### src/acq_defs.vh
// constants for the acquisition mode control register
`ifndef ACQ_DEFS_VH
`define ACQ_DEFS_VH
`define ACQ_MODE_OFFSET      8'h0F
`define ACQ_MODE_RESET       8'h00
`define ACQ_BIT_RCV_DISABLE  4
`define ACQ_BIT_TWO_WIRE     3
`define ACQ_BIT_CONV_DRIVE   2
`define ACQ_BIT_IVL_RECEIVE  1
`define ACQ_BIT_IVL_SCAN     0
`define ACQ_IN_GROUND_REF    2'h0
`define ACQ_IN_COMMON_SENSE  2'h1
`define ACQ_IN_TWO_WIRE      2'h2
`define ACQ_CONV_PULSE_NS    100
// ten cycles of the 10 ns clock cover the pulse length above
`define ACQ_CONV_PULSE_CYC   4'hA
`endif

### src/acq_mode_control.v
// acquisition mode control register with pin steering and clock selection
`timescale 1ns/1ps
`include "acq_defs.vh"

////////////////////////////////////////////////////////////////////////////////
// Operation
// - With receive-disable set, external convert pin activity is ignored.
// - With receive-disable and convert drive clear, each falling edge on the convert pin starts one conversion.
// - Input mode is ground-referenced, common-sense or two-wire from the select bit and partner bit.
// - The convert drive bit resets to zero, leaving the convert pin an input.
// - With convert drive set, conversions are internally timed and pulsed out on the convert pin.
// - With interval receive clear, the second B counter clocks scanning and the interval pin is an output.
// - With interval receive set, the interval pin is an input that clocks scanning.
// - Interval scan bit one selects interval acquisition, zero continuous.
// - With interval scan zero, the interval counter clock comes from its connector pin.
// - With interval scan one, the interval counter shares the sample-interval counter clock.
// - Time-base select clear gives 1 MHz to the sample counter, set gives first B counter output.
module acq_mode_control (
   input  wire       i_clk,               // 100 MHz clock
   input  wire       i_reset_n,           // async reset, active low
   input  wire       i_ce,                // clock enable, freezes state when low
   input  wire       i_wr,                // host write strobe
   input  wire [7:0] i_addr,              // host register address
   input  wire [7:0] i_wdata,             // host write data
   input  wire       i_ref_floating,      // partner input mode bit from other register
   input  wire       i_time_base_select,  // time-base select bit from other register
   input  wire       i_tick_1mhz,         // 1 MHz time-base enable pulse
   input  wire       i_first_b_out,       // first B counter output level
   input  wire       i_second_b_out,      // second B counter output level
   input  wire       i_sample_tick,       // internal sample timer conversion request
   input  wire       i_conv_pin_in,       // external convert pin level, active low
   input  wire       i_ivl_pin_in,        // interval clock pin level
   input  wire       i_ivl_ctr_clk_pin,   // interval counter clock from connector
   output reg        o_conv_start,        // one-cycle conversion start
   output reg  [1:0] o_input_mode,        // decoded analog input mode
   output reg        o_conv_pin_out_n,    // convert pin drive level, active low
   output reg        o_conv_pin_oe,       // convert pin output enable
   output reg        o_ivl_pin_out,       // interval clock pin drive level
   output reg        o_ivl_pin_oe,        // interval clock pin output enable
   output reg        o_scan_clk,          // interval scan circuitry clock level
   output reg        o_interval_mode,     // one: interval acquisition, zero: continuous
   output reg        o_sample_ctr_clk,    // sample-interval counter clock source
   output reg        o_ivl_ctr_clk        // interval counter clock source
);

   localparam [7:0] MODE_RESET = `ACQ_MODE_RESET;
   localparam [3:0] PULSE_LEN  = `ACQ_CONV_PULSE_CYC;
   // one-hot states of the outgoing convert pulse
   localparam [1:0] PULSE_IDLE = 2'b01;
   localparam [1:0] PULSE_LOW  = 2'b10;

   reg  [7:0] mode_q;
   reg        conv_pin_q;
   reg  [3:0] pulse_cnt_q;
   reg  [3:0] pulse_cnt_d;
   reg  [1:0] pulse_state_q;
   reg  [1:0] pulse_state_d;
   reg  [1:0] input_mode_d;
   reg        base_clk;
   reg        ivl_pin_oe_d;
   reg        ivl_pin_out_d;
   reg        scan_clk_d;
   reg        interval_mode_d;
   reg        sample_ctr_clk_d;
   reg        ivl_ctr_clk_d;
   wire       wr_hit;
   wire       rcv_disable;
   wire       two_wire;
   wire       conv_drive;
   wire       ivl_receive;
   wire       ivl_scan;
   wire       ext_fall;
   wire       start_d;
   wire       conv_low_d;
   genvar     gi;

   ////////////////////////////////////////////////////////////////////////////
   // register write; no read path, other addresses pass silently
   assign wr_hit = i_ce & i_wr & (i_addr == `ACQ_MODE_OFFSET);

   // top bits kept as written, software keeps them zero
   // one flop per bit, all on the same write enable
   generate
      for (gi = 0; gi < 8; gi = gi + 1) begin : g_mode_bit
         always @(posedge i_clk or negedge i_reset_n) begin
            if (!i_reset_n) begin
               mode_q[gi] <= MODE_RESET[gi];
            end else if (wr_hit) begin
               mode_q[gi] <= i_wdata[gi];
            end
         end
      end
   endgenerate

   ////////////////////////////////////////////////////////////////////////////
   // field taps
   assign rcv_disable = mode_q[`ACQ_BIT_RCV_DISABLE];
   assign two_wire    = mode_q[`ACQ_BIT_TWO_WIRE];
   assign conv_drive  = mode_q[`ACQ_BIT_CONV_DRIVE];
   assign ivl_receive = mode_q[`ACQ_BIT_IVL_RECEIVE];
   assign ivl_scan    = mode_q[`ACQ_BIT_IVL_SCAN];

   ////////////////////////////////////////////////////////////////////////////
   // convert pin edge detection and internally timed start
   assign ext_fall   = conv_pin_q & ~i_conv_pin_in;
   // pin is an input only while not driven; drive mode times internally
   assign start_d    = conv_drive ? i_sample_tick
                                  : (ext_fall & ~rcv_disable);
   // pulse made visible long enough for external channels to see it
   assign conv_low_d = conv_drive & (i_sample_tick |
                       ((pulse_state_q == PULSE_LOW) & (pulse_cnt_q > 4'h1)));

   // idle level after reset, so no false edge follows reset
   always @(posedge i_clk or negedge i_reset_n) begin
      if (!i_reset_n) begin
         conv_pin_q <= 1'b1;
      end else if (i_ce) begin
         conv_pin_q <= i_conv_pin_in;
      end
   end

   // one cycle wide start towards the converter
   always @(posedge i_clk or negedge i_reset_n) begin
      if (!i_reset_n) begin
         o_conv_start <= 1'b0;
      end else if (i_ce) begin
         o_conv_start <= start_d;
      end
   end

   ////////////////////////////////////////////////////////////////////////////
   // outgoing pulse length counter and its state
   always @* begin
      pulse_cnt_d = pulse_cnt_q;
      if (conv_drive && i_sample_tick) begin
         pulse_cnt_d = PULSE_LEN;
      end else if (pulse_cnt_q != 4'h0) begin
         pulse_cnt_d = pulse_cnt_q - 4'h1;
      end
   end

   // leaving drive mode drops the pulse at once, the pin turns to input
   always @* begin
      pulse_state_d = pulse_state_q;
      case (pulse_state_q)
         PULSE_IDLE: begin
            if (conv_drive && i_sample_tick) begin
               pulse_state_d = PULSE_LOW;
            end
         end
         PULSE_LOW: begin
            if (!conv_drive) begin
               pulse_state_d = PULSE_IDLE;
            end else if (!i_sample_tick && pulse_cnt_q <= 4'h1) begin
               pulse_state_d = PULSE_IDLE;
            end
         end
         default: begin
            pulse_state_d = PULSE_IDLE;
         end
      endcase
   end

   always @(posedge i_clk or negedge i_reset_n) begin
      if (!i_reset_n) begin
         pulse_cnt_q <= 4'h0;
      end else if (i_ce) begin
         pulse_cnt_q <= pulse_cnt_d;
      end
   end

   always @(posedge i_clk or negedge i_reset_n) begin
      if (!i_reset_n) begin
         pulse_state_q <= PULSE_IDLE;
      end else if (i_ce) begin
         pulse_state_q <= pulse_state_d;
      end
   end

   // convert pin drive level, high while idle
   always @(posedge i_clk or negedge i_reset_n) begin
      if (!i_reset_n) begin
         o_conv_pin_out_n <= 1'b1;
      end else if (i_ce) begin
         o_conv_pin_out_n <= ~conv_low_d;
      end
   end

   // convert pin drives only in drive mode
   always @(posedge i_clk or negedge i_reset_n) begin
      if (!i_reset_n) begin
         o_conv_pin_oe <= 1'b0;
      end else if (i_ce) begin
         o_conv_pin_oe <= conv_drive;
      end
   end

   ////////////////////////////////////////////////////////////////////////////
   // input mode decode; two-wire wins over the partner bit
   always @* begin
      case ({two_wire, i_ref_floating})
         2'b00: begin
            input_mode_d = `ACQ_IN_GROUND_REF;
         end
         2'b01: begin
            input_mode_d = `ACQ_IN_COMMON_SENSE;
         end
         default: begin
            input_mode_d = `ACQ_IN_TWO_WIRE;
         end
      endcase
   end

   ////////////////////////////////////////////////////////////////////////////
   // clock steering; every selection is registered, so each lags one cycle
   always @* begin
      if (i_time_base_select) begin
         base_clk = i_first_b_out;
      end else begin
         base_clk = i_tick_1mhz;
      end
   end

   always @* begin
      ivl_pin_oe_d     = ~ivl_receive;
      ivl_pin_out_d    = i_second_b_out;
      scan_clk_d       = ivl_receive ? i_ivl_pin_in : i_second_b_out;
      interval_mode_d  = ivl_scan;
      sample_ctr_clk_d = base_clk;
      ivl_ctr_clk_d    = ivl_scan ? base_clk : i_ivl_ctr_clk_pin;
   end

   ////////////////////////////////////////////////////////////////////////////
   // output flops
   // analog input mode
   always @(posedge i_clk or negedge i_reset_n) begin
      if (!i_reset_n) begin
         o_input_mode <= `ACQ_IN_GROUND_REF;
      end else if (i_ce) begin
         o_input_mode <= input_mode_d;
      end
   end

   // interval pin is an output out of reset
   always @(posedge i_clk or negedge i_reset_n) begin
      if (!i_reset_n) begin
         o_ivl_pin_oe <= 1'b1;
      end else if (i_ce) begin
         o_ivl_pin_oe <= ivl_pin_oe_d;
      end
   end

   // interval pin drive level
   always @(posedge i_clk or negedge i_reset_n) begin
      if (!i_reset_n) begin
         o_ivl_pin_out <= 1'b0;
      end else if (i_ce) begin
         o_ivl_pin_out <= ivl_pin_out_d;
      end
   end

   // interval scan clock
   always @(posedge i_clk or negedge i_reset_n) begin
      if (!i_reset_n) begin
         o_scan_clk <= 1'b0;
      end else if (i_ce) begin
         o_scan_clk <= scan_clk_d;
      end
   end

   // interval or continuous acquisition
   always @(posedge i_clk or negedge i_reset_n) begin
      if (!i_reset_n) begin
         o_interval_mode <= 1'b0;
      end else if (i_ce) begin
         o_interval_mode <= interval_mode_d;
      end
   end

   // sample-interval counter clock
   always @(posedge i_clk or negedge i_reset_n) begin
      if (!i_reset_n) begin
         o_sample_ctr_clk <= 1'b0;
      end else if (i_ce) begin
         o_sample_ctr_clk <= sample_ctr_clk_d;
      end
   end

   // interval counter clock; free for user work while scanning is off
   always @(posedge i_clk or negedge i_reset_n) begin
      if (!i_reset_n) begin
         o_ivl_ctr_clk <= 1'b0;
      end else if (i_ce) begin
         o_ivl_ctr_clk <= ivl_ctr_clk_d;
      end
   end

endmodule

### config.mk
export PLATFORM = sky130hd
export DESIGN_NAME = acq_mode_control
export DESIGN_NICKNAME = d
export VERILOG_FILES = /design/src/acq_mode_control.v
export VERILOG_INCLUDE_DIRS = /design/src
export SDC_FILE = /design/constraint.sdc
export NUM_CORES = 1
export LEC_CHECK = 0
export BUFFER_PORTS_ARGS = -buffer_cell sky130_fd_sc_hd__buf_2
export CORE_MARGIN = 2
export CORE_UTILIZATION = 40
export DETAILED_ROUTE_END_ITERATION = 8
export PLACE_DENSITY = 0.66
export SYNTH_ARGS = -nofsm -noshare
export SYNTH_HDL_FRONTEND = slang
export SYNTH_SLANG_ARGS = --single-unit
### constraint.sdc
create_clock -name i_clk -period 2.1 [get_ports i_clk]
set_input_delay 0.105 -clock i_clk [delete_from_list [all_inputs] [get_ports i_clk]]
set_output_delay 0.105 -clock i_clk [all_outputs]
set_load 0.02 [all_outputs]
Word level (Yosys, flattened, before mapping):

Cells that the tools add are included.

* add/sub/neg operators: 1
* $lt $le $gt $ge: 2
* equal/unequal tests: 6
* mux-type cells: 11
* bitwise gates (word level): 11
* reduce and logical (&&, ||, !) cells: 8

Operators by type and width (count)
* 8-bit by 4-bit equality test with 1-bit output (second input constant): 1
* 4-bit two-way mux: 2
* 2-bit one-hot mux with 2 select lines: 2
* 1-bit bitwise AND: 6
* 2-bit two-way mux: 3
* 2-bit by 1-bit equality test with 1-bit output (second input constant): 2
* 4-bit by 1-bit > comparator with 1-bit output (second input constant): 1
* 4-bit by 1-bit <= comparator with 1-bit output (second input constant): 1
* 1-bit two-way mux: 4
* 1-bit inverter: 4
* 4-bit nonzero test: 1
* 4-bit by 1-bit subtractor with 4-bit output (second input constant): 1
* 3-bit by 2-bit != test with 1-bit output (second input constant): 1
* 3-bit AND reduction: 1
* 2-bit equality test (second input constant): 1
* 1-bit logical AND: 2
* 2-bit zero test: 1
* 2-bit != test (second input constant): 1
* 2-bit AND reduction: 1
* 2-bit nonzero test: 1
* 1-bit zero test: 1
* 1-bit OR: 1

* flip-flop bits (word level): 23
* logic and storage cells: 57

Longest topological paths before layout:

* word-level depth: 5
* depth in mapped cells: 5
* depth with buffers taken out: 5

Least setup slack after synthesis:

OpenSTA, ideal clock, no wires.

* kind: flip-flop to flip-flop
* start: register pulse_cnt_q[0]
* end: register pulse_cnt_q[1]
* library setup time: 126 ps
* arrival: 1517 ps
* required time: 1974 ps
* setup slack: 457 ps
* cell stages (with the launch flop): 6
* path through: dfrtp_1 -> inv_1 -> ha_1 -> or3b_2 -> and2_1 -> o32a_1

* word-level cells in the longest chain between the ends: 3
* elaborated cells on any way between the ends: 6

RTL lines
* from (decl): RTL line acq_mode_control.v:54 `reg [3:0] pulse_cnt_q;`
* from (signal assigned): RTL line acq_mode_control.v:168 `pulse_cnt_q <= pulse_cnt_d;`
* 4-bit by 1-bit subtractor with 4-bit output / 4-bit nonzero test (equally long branches): RTL line acq_mode_control.v:138, acq_mode_control.v:137
* 4-bit two-way mux / 2-bit nonzero test (equally long branches)
* 4-bit two-way mux / 2-bit AND reduction (equally long branches)

Parallel ways exist; a longest one is shown, timed or not. The select of a mux whose other input is x is not followed.
A chain may end at the register's enable or synchronous reset.

Final worst setup path:

Ends and elaborated chain as after synthesis.

==> reports/qor.yml <==
status:
  status: "completed"
pwr:
  power_frac_clock_pct: 20.2
  leakage_nw: 0.655
  switching_share_pct: 30.8
  p_switching_mw: 0.306
  seq_power_share_pct: 56.5
  powerDensity_nw_per_um2: 766
  internal-power_mw: 0.687
  design_power_total_mw: 0.993
  peakVddDrop_uv: 406
  power_frac_comb_pct: 23.3
timing:
  tightest_slew_ns: 0.522
  final_max_slew_viol_count: 0
  min_period_ns: 1.73
  fmax_mhz: 578
  fin_setup_tns_ns: 0
  whs_ns: 0.0202
  fin_crit_sh_pct: 82.4
  relSlewSlack_pct: 64.7
  setup_viol: 0
  hold_violations: 0
  rsz0062_at_grt: "false"
  fin_skew_ns: 0.00195
finish:
  final_area_um2: 1300
  final_core_utilization_pct: 52.4
  fillCellCount: 245
  seqCellArea_um2: 581
  num_antenna_cells: 0
  multi_input_comb_area_um2: 439
  final_cell_mix: "buf_2 (36), dfrtp_1 (19), mux2_2 (11), inv_1 (6), nor2_1 (5)"
  area_growth_pct: 23.2
  fin_nets: 158
  reg_top3: "pulse_cnt_q (4), o_input_mode (2), pulse_state_q (2)"
  drive_gt1_share_pct: 46.8
  final_common_cell: "buf_2"
  largest_reg_flops: 4
  top_register: "pulse_cnt_q"
route:
  wl_mm: 1.95
  drc_errors: 0
  wl_per_cell_um: 12.5
  vias: 789
  viasPerCell: 5.06
  drt_iter0_drc: 16
  drtAntennaViolNets: 0
  dr.pass1.iters: 3
clock_network:
  path_clk_slew_ns: 0.12
  cts_inserted_buffers: 3
  htreeDepth: 1
  cts_tree: "yes"
  insertion_delay_ns: 0.30
  cts.sinks: 23
  cts_root_buf: "clkbuf_4"
  cts_max_path_buffers: 2
hold_path:
  whs_endpoint: "two_wire"
  holdPathStages: 2
  holdCritStartpoint: "i_wdata[3]"
  min_path_type: "primary input to register"
grt:
  track_usage_pct: 14.5
  grt_max_degree: 27
  grt_pass1_wl_mm: 3.55
  first_global_vias: 830
  grt-ovfl-total: 0
  antenna_found_initial: 0
critical_path:
  timing.rr.end: "pulse_cnt_q[1]"
  critPathLaunchType: "register"
  worstSetupEndpointType: "register"
  worstPathRequired_ns: 2.30
  r2r_slack_ns: 0.37
  worst_ep_arrival_time_ns: 1.93
  cp_slowest_cell: "or3b_2"
  crit_family: "simple AND/OR/NAND/NOR gates"
  cp_slowest_stage_delay_ns: 0.48
  ff2ff_path_depth: 5
  critPathBufInv: 1
  path_max_fanout: 5
  worst-setup-path-type: "register to register"
  timing.rr.start: "pulse_cnt_q[0]"
  path_cells: "inv_1, ha_1, or3b_2, and2_1, o32a_1"
floorplan:
  placement_rows: 18
  die_height_um: 55.3
  ios: 40
  die_area_um2: 3060
  core_um2: 2480
  die-width_um: 55.3
  initial_utilization_pct: 42.5
yosys:
  ys_ff_latch: 23
  netlist.area_leader.share_pct: 45.1
  synth_warnings: 0
  syn-num-nets: 119
  synth_cell_type_count: 32
  netlist_instances: 88
  ys_seq_area_share_pct: 55.1
  netlist_area_um2: 1050
  avgSynthCellArea_um2: 12.0
  synth_area_leaders: "dfrtp_1 (45%), mux2_2 (12%), dfstp_2 (10%), mux2i_1 (3.8%), ha_1 (2.4%)"
  yosysTopAreaCell: "dfrtp_1"
job:
  maxCapViolCount: 0
placed_design:
  dpl-instance-area_um2: 1260
  io_buffers: 36
  gp_congestion: 0.682
  place_hpwl_mm: 1.47
## Yosys cell counts
| master | count |
|---|---|
| a21oi_1 | 3 |
| a31oi_1 | 1 |
| and2_1 | 1 |
| and3_1 | 2 |
| clkbuf_1 | 3 |
| dfrtp_1 | 19 |
| dfstp_2 | 4 |
| ha_1 | 2 |
| inv_1 | 6 |
| mux2_2 | 11 |
| mux2i_1 | 4 |
| nand2_1 | 4 |
| nand2b_1 | 1 |
| nand3_1 | 3 |
| nand3b_1 | 1 |
| nand4_1 | 1 |
| nor2_1 | 5 |
| nor2b_1 | 1 |
| nor3_1 | 1 |
| nor3_4 | 1 |
| nor4b_1 | 1 |
| o211ai_1 | 1 |
| o21ai_0 | 3 |
| o221a_2 | 1 |
| o221ai_1 | 1 |
| o22a_1 | 1 |
| o22ai_1 | 1 |
| o32a_1 | 1 |
| o41ai_1 | 1 |
| or3b_2 | 1 |
| or4_4 | 1 |
| xor2_1 | 1 |
## per-stage QoR
| step | worst slack [ns] | instances |
|---|---|---|
| 3_3_place_gp | 0.412 | 151 |
| 4_1_cts | 0.369 | 156 |
| 3_5_place_dp | 0.387 | 151 |
| 5_1_grt | 0.257 | 156 |
| 2_1_floorplan | 0.457 | 88 |
| 6_report | 0.370 | 156 |
## power groups by stage
stage                     logic, mW  registers (mW)  clock network [mW]
final                         0.232           0.561               0.201
after global placement        0.222           0.564                   0
after floorplan               0.144           0.575                   0
after CTS                     0.235           0.561               0.216
after global routing          0.266           0.574               0.228
after detailed placement      0.233           0.569                   0
## timing repair
| action | 4_1_cts | 5_1_grt |
|---|---|---|
| hold buffers | 1 | 0 |
| endpoints found under the hold margin | 19 | 0 |
| setup buffers | 0 | 0 |
| gates resized for setup | 0 | 0 |
## routing by layer
layer	vias up	routed length, um	GRT usage [%]
li1	394	-	-
met5	-	0	0
met1	369	838	17.4
met4	0	27	8.36
met3	2	94	1.41
met2	24	987	25.0
## kinds of logic after synthesis
| kind of cell | synth area share (%) |
|---|---|
| buffers and inverters | 3.21 |
| muxes | 15.6 |
| AOI/OAI and AO/OA | 9.26 |
| DFF | 55.1 |
| and+or+nand+nor | 13.7 |
| xor gates and xnor gates | 0.832 |
| adders and majority gates | 2.37 |
## worst reg2reg max path: cells and delay by family (launching register included)
family / cells / cell delay, ns
and+or+nand+nor: 2 / 0.67
DFF: 1 / 0.44
AOI/OAI and AO/OA: 1 / 0.27
adders and majority gates: 1 / 0.17
buffers and inverters: 1 / 0.08
## worst max path at each step
stage / slack [ns] / endpoint / cells past startpoint / from
after floorplan: 0.46 / pulse_cnt_q[1] / 5 / pulse_cnt_q[0]
after global placement: 0.41 / pulse_cnt_q[1] / 5 / pulse_cnt_q[0]
after detailed placement: 0.39 / pulse_cnt_q[1] / 5 / pulse_cnt_q[0]
after CTS: 0.37 / pulse_cnt_q[1] / 5 / pulse_cnt_q[0]
after global routing: 0.26 / pulse_cnt_q[1] / 5 / pulse_cnt_q[0]
final: 0.37 / pulse_cnt_q[1] / 5 / pulse_cnt_q[0]
## final cells by class
| class | instances | area share, % |
|---|---|---|
| Clock buffer | 3 | 1.74 |
| Timing Repair Buffer | 37 | 14.7 |
| Inverter | 6 | 1.74 |
| Clock inverter | 1 | 0.386 |
| Multi-Input combinational cell | 56 | 33.8 |
| Sequential cell | 23 | 44.7 |
| Tap cell | 30 | 2.89 |
Note: power is estimated with default switching activity, not from simulation.
